### config.mk
export PLATFORM = sky130hd
export DESIGN_NAME = uhft_frame_timer
export DESIGN_NICKNAME = d
export VERILOG_FILES = /design/src/uhft_pkg.sv /design/src/uhft_bit_strobe.sv /design/src/uhft_down_counter.sv /design/src/uhft_frame_timer.sv
export SDC_FILE = /design/constraint.sdc
export NUM_CORES = 1
export LEC_CHECK = 0
export BUFFER_PORTS_ARGS = -buffer_cell sky130_fd_sc_hd__clkbuf_2
export CAP_MARGIN = 20
export CORE_MARGIN = 10
export CORE_UTILIZATION = 30
export DETAILED_ROUTE_END_ITERATION = 10
export PLACE_DENSITY = 0.58
export SLEW_MARGIN = 20
export SYNTH_ARGS = -nofsm -noshare
export SYNTH_HDL_FRONTEND = slang
export SYNTH_SLANG_ARGS = --single-unit
### constraint.sdc
create_clock -name sys_clk -period 3.3 [get_ports sys_clk]
set_input_delay 0.99 -clock sys_clk [delete_from_list [all_inputs] [get_ports sys_clk]]
set_output_delay 0.99 -clock sys_clk [all_outputs]
set_load 0.02 [all_outputs]
### src/uhft_pkg.sv
// constants and register layout of the usb host frame timer
package uhft_pkg;
   // ----------------------------------------
   // register offsets
   // ----------------------------------------
   localparam logic [7:0] OFS_FRAME_INTERVAL = 8'h34;
   localparam logic [7:0] OFS_FRAME_REMAINING = 8'h38;
   localparam logic [7:0] OFS_FRAME_NUMBER = 8'h3C;
   localparam logic [7:0] OFS_CONTROL = 8'h40;
   // ----------------------------------------
   // field positions
   // ----------------------------------------
   localparam int INTERVAL_W = 14;
   localparam int PACKET_W = 15;
   localparam int NUMBER_W = 16;
   localparam int TOGGLE_POS = 31;
   localparam int PACKET_LSB = 16;
   localparam int CTL_SOFT_RESET_POS = 0;
   localparam int CTL_OPERATIONAL_POS = 1;
   // ----------------------------------------
   // reset values
   // ----------------------------------------
   localparam logic [13:0] INTERVAL_NOMINAL = 14'd11999;
   localparam logic [14:0] PACKET_RESET = 15'h0000;
   // ----------------------------------------
   // timing
   // ----------------------------------------
   localparam int CLOCK_MHZ = 250;
   localparam int BIT_RATE_MHZ = 12;
   localparam int SOFT_RESET_CYCLES = 4;
   localparam int SOF_PULSE_CYCLES = 1;
endpackage : uhft_pkg

### src/uhft_bit_strobe.sv
// bit-time strobe generator: fractional divider from the system clock
`timescale 1ns/10ps
module uhft_bit_strobe
   import uhft_pkg::*;
#(
   parameter int NUM = BIT_RATE_MHZ,
   parameter int DEN = CLOCK_MHZ
) (
   // clock and reset
   input wire logic sys_clk,
   input wire logic reset,
   // strobe
   input wire logic restart,
   output logic bit_strobe
);
   typedef struct packed {
      logic [8:0] acc;
      logic strobe;
   } uhft_bs_s;
   uhft_bs_s st;
   uhft_bs_s next_st;
   localparam logic [8:0] NUM_W = 9'(NUM);
   localparam logic [8:0] DEN_W = 9'(DEN);
   always_comb begin
      next_st = st;
      next_st.strobe = 1'b0;
      if (restart) begin
         next_st.acc = 9'h000;
      end else if (st.acc + NUM_W >= DEN_W) begin
         next_st.acc = 9'(st.acc + NUM_W - DEN_W);
         next_st.strobe = 1'b1;
      end else begin
         next_st.acc = 9'(st.acc + NUM_W);
      end
   end
   always_ff @(posedge sys_clk) begin
      if (reset) begin
         st <= '0;
      end else begin
         st <= next_st;
      end
   end
   assign bit_strobe = st.strobe;
endmodule : uhft_bit_strobe

### src/uhft_down_counter.sv
// frame-remaining down counter with reload and toggle copy
`timescale 1ns/10ps
module uhft_down_counter
   import uhft_pkg::*;
#(
   parameter int WIDTH = INTERVAL_W
) (
   // clock and reset
   input wire logic sys_clk,
   input wire logic reset,
   // control
   input wire logic bit_strobe,
   input wire logic force_load,
   input wire logic [WIDTH-1:0] load_value,
   input wire logic load_toggle,
   // state
   output logic [WIDTH-1:0] count,
   output logic toggle,
   output logic reload
);
   typedef struct packed {
      logic [WIDTH-1:0] count;
      logic toggle;
      logic reload;
   } uhft_dc_s;
   uhft_dc_s st;
   uhft_dc_s next_st;
   always_comb begin
      next_st = st;
      next_st.reload = 1'b0;
      if (force_load) begin
         next_st.count = load_value;
         next_st.reload = 1'b1;
      end else if (bit_strobe) begin
         if (st.count == '0) begin
            next_st.count = load_value;
            next_st.toggle = load_toggle;
            next_st.reload = 1'b1;
         end else begin
            next_st.count = st.count - 1'b1;
         end
      end
   end
   always_ff @(posedge sys_clk) begin
      if (reset) begin
         st <= '0;
      end else begin
         st <= next_st;
      end
   end
   assign count = st.count;
   assign toggle = st.toggle;
   assign reload = st.reload;
endmodule : uhft_down_counter

### src/uhft_frame_timer.sv
// usb host frame timer: interval register, remaining counter, frame number
//
// Function
// - the block holds a 14-bit frame interval in bits 13 to 0.
// - the frame interval is 11,999 bit times after reset.
// - a controller soft reset returns the frame interval to its nominal value.
// - at each frame start the 15-bit largest packet field loads the packet counter.
// - the packet counter gives the largest data in bits one transaction may move now.
// - the 14-bit frame-remaining counter decrements once per bit time while operational.
// - at zero the remaining counter reloads from the interval at the next bit time.
// - at zero the interval toggle is copied into the remaining toggle bit 31.
// - entering operational state reloads the remaining counter from the interval.
// - each reload increments a 16-bit frame number that wraps after its top value.
`timescale 1ns/10ps
module uhft_frame_timer
   import uhft_pkg::*;
(
   // clock and reset
   input wire logic sys_clk,
   input wire logic reset,
   // register port
   input wire logic [7:0] reg_addr,
   input wire logic [31:0] reg_wdata,
   input wire logic reg_write,
   input wire logic reg_read,
   output logic [31:0] reg_rdata,
   // transaction side
   input wire logic packet_used,
   input wire logic [14:0] packet_bits,
   output logic [14:0] packet_budget,
   // frame outputs
   output logic sof_pulse,
   output logic [15:0] frame_number,
   output logic operational,
   output logic soft_reset_busy
);
   // ----------------------------------------
   // state
   // ----------------------------------------
   typedef enum {
      UHFT_HALT,
      UHFT_RUN
   } uhft_bus_e;
   typedef struct packed {
      logic [13:0] interval;
      logic [14:0] packet_reload;
      logic interval_toggle;
      logic [14:0] packet_count;
      logic [15:0] number;
      uhft_bus_e bus;
      logic [2:0] soft_count;
      logic sof;
      logic [31:0] rdata;
   } uhft_s;
   uhft_s st;
   uhft_s next_st;

   logic bit_strobe;
   logic [13:0] remaining;
   logic remaining_toggle;
   logic reload;
   logic enter_operational;
   logic soft_active;
   logic running;
   logic wr_interval;
   logic wr_control;
   logic ask_soft_reset;
   logic ask_run;
   logic ask_halt;
   logic frame_edge;
   logic budget_spend;

   // ----------------------------------------
   // helpers
   // ----------------------------------------
   function automatic logic hit(input logic [7:0] a, input logic [7:0] ofs);
      hit = (a == ofs);
   endfunction : hit

   function automatic logic [14:0] sat_sub(input logic [14:0] a, input logic [14:0] b);
      sat_sub = (a > b) ? 15'(a - b) : 15'h0000;
   endfunction : sat_sub

   function automatic logic [15:0] next_number(input logic [15:0] number);
      next_number = 16'(number + 16'h0001);
   endfunction : next_number

   // ----------------------------------------
   // register fields and words
   // ----------------------------------------
   function automatic logic [13:0] take_interval(input logic [31:0] word);
      take_interval = word[INTERVAL_W-1:0];
   endfunction : take_interval

   function automatic logic [14:0] take_packet(input logic [31:0] word);
      take_packet = word[PACKET_LSB +: PACKET_W];
   endfunction : take_packet

   function automatic logic take_toggle(input logic [31:0] word);
      take_toggle = word[TOGGLE_POS];
   endfunction : take_toggle

   function automatic logic [31:0] interval_word(input logic toggle, input logic [14:0] packet,
         input logic [13:0] interval);
      logic [31:0] word;
      word = 32'h0000_0000;
      word[TOGGLE_POS] = toggle;
      word[PACKET_LSB +: PACKET_W] = packet;
      word[INTERVAL_W-1:0] = interval;
      return word;
   endfunction : interval_word

   function automatic logic [31:0] remaining_word(input logic toggle, input logic [13:0] count);
      logic [31:0] word;
      word = 32'h0000_0000;
      word[TOGGLE_POS] = toggle;
      word[INTERVAL_W-1:0] = count;
      return word;
   endfunction : remaining_word

   function automatic logic [31:0] number_word(input logic [15:0] number);
      logic [31:0] word;
      word = 32'h0000_0000;
      word[NUMBER_W-1:0] = number;
      return word;
   endfunction : number_word

   function automatic logic [31:0] control_word(input logic run, input logic busy);
      logic [31:0] word;
      word = 32'h0000_0000;
      word[CTL_OPERATIONAL_POS] = run;
      word[CTL_SOFT_RESET_POS] = busy;
      return word;
   endfunction : control_word

   // ----------------------------------------
   // control decode
   // ----------------------------------------
   assign soft_active = (st.soft_count != 3'h0);
   assign running = (st.bus == UHFT_RUN);
   assign wr_interval = reg_write && hit(reg_addr, OFS_FRAME_INTERVAL) && !soft_active;
   assign wr_control = reg_write && hit(reg_addr, OFS_CONTROL) && !soft_active;
   assign ask_soft_reset = wr_control && reg_wdata[CTL_SOFT_RESET_POS];
   assign ask_run = wr_control && reg_wdata[CTL_OPERATIONAL_POS];
   assign ask_halt = wr_control && !reg_wdata[CTL_OPERATIONAL_POS];
   assign enter_operational = ask_run && (st.bus == UHFT_HALT);

   // ----------------------------------------
   // frame events
   // ----------------------------------------
   assign frame_edge = reload && !soft_active;
   assign budget_spend = packet_used && !frame_edge && !soft_active;

   // ----------------------------------------
   // submodules
   // ----------------------------------------
   uhft_bit_strobe u_strobe (
      .sys_clk(sys_clk),
      .reset(reset),
      .restart(enter_operational),
      .bit_strobe(bit_strobe)
   );

   uhft_down_counter #(
      .WIDTH(INTERVAL_W)
   ) u_remaining (
      .sys_clk(sys_clk),
      .reset(reset || soft_active),
      .bit_strobe(bit_strobe && running),
      .force_load(enter_operational),
      .load_value(st.interval),
      .load_toggle(st.interval_toggle),
      .count(remaining),
      .toggle(remaining_toggle),
      .reload(reload)
   );

   // ----------------------------------------
   // next state
   // ----------------------------------------
   always_comb begin
      next_st = st;
      next_st.sof = 1'b0;
      next_st.rdata = 32'h0000_0000;
      if (soft_active) begin
         next_st.soft_count = 3'(st.soft_count - 3'h1);
         next_st.interval = INTERVAL_NOMINAL;
         next_st.interval_toggle = 1'b0;
         next_st.packet_reload = PACKET_RESET;
         next_st.packet_count = 15'h0000;
         next_st.number = 16'h0000;
         next_st.bus = UHFT_HALT;
      end else begin
         if (wr_interval) begin
            next_st.interval = take_interval(reg_wdata);
            next_st.packet_reload = take_packet(reg_wdata);
            next_st.interval_toggle = take_toggle(reg_wdata);
         end
         if (ask_soft_reset) begin
            next_st.soft_count = 3'(SOFT_RESET_CYCLES);
         end
         // bus state: halted or running
         case (st.bus)
            UHFT_HALT: begin
               if (ask_run) begin
                  next_st.bus = UHFT_RUN;
               end
            end
            UHFT_RUN: begin
               if (ask_halt) begin
                  next_st.bus = UHFT_HALT;
               end
            end
            default: begin
               next_st.bus = UHFT_HALT;
            end
         endcase
         if (frame_edge) begin
            next_st.number = next_number(st.number);
            next_st.packet_count = st.packet_reload;
            next_st.sof = running;
         end else if (budget_spend) begin
            next_st.packet_count = sat_sub(st.packet_count, packet_bits);
         end
      end
      if (reg_read) begin
         case (reg_addr)
            OFS_FRAME_INTERVAL: begin
               next_st.rdata = interval_word(st.interval_toggle, st.packet_reload, st.interval);
            end
            OFS_FRAME_REMAINING: begin
               next_st.rdata = remaining_word(remaining_toggle, remaining);
            end
            OFS_FRAME_NUMBER: begin
               next_st.rdata = number_word(st.number);
            end
            OFS_CONTROL: begin
               next_st.rdata = control_word(running, soft_active);
            end
            default: begin
               next_st.rdata = 32'h0000_0000;
            end
         endcase
      end
   end

   // ----------------------------------------
   // registers
   // ----------------------------------------
   always_ff @(posedge sys_clk) begin
      if (reset) begin
         st <= '0;
         st.interval <= INTERVAL_NOMINAL;
         st.packet_reload <= PACKET_RESET;
      end else begin
         st <= next_st;
      end
   end

   // ----------------------------------------
   // outputs
   // ----------------------------------------
   assign reg_rdata = st.rdata;
   assign packet_budget = st.packet_count;
   assign sof_pulse = st.sof;
   assign frame_number = st.number;
   assign operational = running;
   assign soft_reset_busy = soft_active;
endmodule : uhft_frame_timer

==> results.py <==
metrics = {
    "run_status": {
        "status": "finished, final reports clean",
    },
    "placed_design": {
        "gp_congestion": 0.842,
        "hpwlAfterDp_um": 13900,
        "portBuffers": 123,
    },
    "yosys": {
        "synth.top_cell.area_share_pct": 38.6,
        "syn-num-nets": 854,
        "syn_area_per_cell_um2": 8.28,
        "synthDistinctLibCells": 63,
        "synth-seq-cells": 123,
        "synth_edf_count": 0,
        "synth-async-reset-ratio_pct": 0,
        "syn-cell-area_um2": 6390,
        "yosys.area.top_type": "dfxtp_1",
        "ys.flop_type": "dfxtp_1",
        "yosys_warnings": 0,
        "synthCells": 771,
        "synthTopCellsByArea": "dfxtp_1, buf_4, nand2_1",
        "seq_area_frac_synth_pct": 38.6,
    },
    "clock_network": {
        "htree_levels": 4,
        "cts_tree": "built",
        "cts_hold_buf": 0,
        "cts_inserted_buffers": 17,
        "path_clk_slew_ns": 0.06,
        "cts_resized": 0,
        "clockBufferDepth": 2,
        "post_cts_buffers": 0,
        "clk_latency_ns": 0.43,
        "cts_root_buffer": "clkbuf_16",
        "clkSinkCount": 123,
    },
    "timing": {
        "min_period_over_period_pct": 87.3,
        "hold_viol_final": 0,
        "period_needed_ns": 2.88,
        "drv_slew": 0,
        "slew_headroom_pct": 62.7,
        "setup_viol": 0,
        "fin_skew_ns": 0.0128,
        "rsz0062_at_grt": "no",
        "worst_pin_slew_ns": 0.559,
        "tns_ns": 0,
        "max_freq_mhz": 347,
    },
    "cells_and_area": {
        "layout_common_cells": "dfxtp_1, clkbuf_2, nand2_1, nor2_1, a21oi_1",
        "drive_gt1_share_pct": 23.8,
        "finish.net_count": 913,
        "syn_to_final_growth_pct": 17.6,
    },
    "critical_path": {
        "crit_buf_inv": 1,
        "cpPeakStageDelay_ns": 0.50,
        "cp.required_ns": 3.67,
        "critical_path.top_delay_family": "compound AO/OA/AOI/OAI gates",
        "cp-end-kind": "register",
        "path_cells": "clkbuf_2 -> ha_1 -> fa_1 -> nand2b_1 -> a21oi_1 -> a211oi_1 -> o21ai_0 -> a221oi_1 -> or4b_1 -> nand3_1",
        "critical_path_class": "in -> reg",
        "cp.arrival_ns": 3.25,
        "cp_max_fo": 2,
        "worst_setup_path_start_kind": "primary input",
        "crit_slowest_cell": "or4b_1",
    },
    "routing": {
        "detail-route-antenna-nets": 0,
        "wl_per_cell_um": 16.8,
        "dr_total_vias": 5478,
        "dr.pass1.iters": 5,
        "drc": 0,
        "routed_via_density": 4.90,
        "wl_um": 18800,
        "drt_iter0_drc": 350,
    },
    "die": {
        "ios": 126,
        "core_um2": 21000,
        "rows": 53,
        "die_h_um": 166,
        "die_area_um2": 27500,
        "start_util_pct": 30.5,
        "fp.dieW_um": 166,
    },
    "power_and_ir_drop": {
        "ir_drop_mv": 0.315,
        "finalPower_uw": 3700,
        "p_leak_uw": 0.00324,
        "power.density_nw_per_um2": 493,
    },
    "global_routing": {
        "grt_pass1_vias": 5325,
        "grt_start_max_net_pins": 42,
        "grt.total_usage_pct": 13.2,
        "antenna_found_initial": 3,
        "grt_overflow": 0,
        "grt_pass1_wl_um": 29400,
    },
    "run": {
        "max-cap-violations": 0,
    },
    "hold_path": {
        "hold_class": "reg -> reg",
    },
}
## kinds of logic after synthesis
logic type / after synthesis / synth area share (%)
AND/OR/NAND/NOR: 291 / 21.5
AO/OA/AOI/OAI: 152 / 16.8
buffers and inverters: 137 / 11.9
flip-flops: 123 / 38.6
XOR/XNOR: 31 / 4.25
adder cells (fa/ha/maj): 23 / 4.62
multiplexers: 14 / 2.43
## sequential cells by signal, indices dropped and copies added (netlist names), 8 cells and up
signal	count
frame_number	16
u_remaining.count	14
packet_budget	15
st	34
u_strobe.st	8
reg_rdata	32
## worst min-delay path, stage by stage (launching register included)
cell,delay [ns]
dfxtp_1,0.32
nand2_1,0.05
a21oi_1,0.05
## layer usage
| metal | vias up | wire length [µm] | GRT usage [%] |
|---|---|---|---|
| met1 | 2534 | 8800 | 17.0 |
| li1 | 2759 | - | - |
| met3 | 24 | 1310 | 4.35 |
| met5 | - | 12 | 0 |
| met2 | 159 | 8290 | 19.6 |
| met4 | 2 | 341 | 5.78 |
## worst paths after layout
check	startpoint	cells past startpoint	endpoint	slack (ns)
max	packet_bits[0]	10	packet_budget[12]$_SDFFE_PP0P_	0.42
min	u_remaining.toggle$_SDFFE_PP0P_	2	u_remaining.toggle$_SDFFE_PP0P_	0.47
max reg2reg	packet_budget[0]$_SDFFE_PP0P_	10	packet_budget[12]$_SDFFE_PP0P_	0.68
min reg2reg	u_remaining.toggle$_SDFFE_PP0P_	2	u_remaining.toggle$_SDFFE_PP0P_	0.47
## area by class of cell
| type | instances | area (µm²) |
|---|---|---|
| fillers | 2251 | 13400 |
| multi-input cells | 511 | 3180 |
| flip-flops and latches | 123 | 2460 |
| repair buffers | 144 | 773 |
| clock buffers | 20 | 467 |
| well taps | 275 | 344 |
| clock inverters | 12 | 160 |
| inverters | 33 | 124 |
| diodes | 1 | 2.50 |
## through the flow
step | instance area, µm² | utilization [%] | cells | setup WS [ns] | hold slack, ns
finish | 7510 | 35.8 | 1119 | 0.420 | 0.467
global route | 7510 | 35.8 | 1118 | 0.326 | 0.489
CTS | 7510 | 35.8 | 1118 | 0.474 | 0.466
detailed placement | 6880 | 32.8 | 1086 | 0.0419 | 0.457
global placement | 6880 | 32.8 | 1086 | 0.0357 | 0.455
floorplan | 6390 | - | 771 | 0.262 | 0.437
## cells in the mapped netlist, types with 11 or more instances
master,n
a22oi_1,19
dfxtp_1,123
buf_4,64
clkbuf_1,31
a222oi_1,14
xnor2_1,19
nand2_1,99
inv_1,33
nand3_1,23
o21ai_0,20
xor2_1,12
nand4_1,11
ha_1,22
nor2_1,84
a21oi_1,49
and3_1,18
nor3_1,13
mux2_2,12
## report_power, final
group / internal [µW] / switching [µW] / leakage (µW) / total (µW)
Combinational: 87.5 / 126 / 0.00194 / 213
Clock: 1250 / 725 / 0.000307 / 1980
Sequential: 1490 / 13.6 / 0.000992 / 1510
Power figures use the tool's default switching activity.
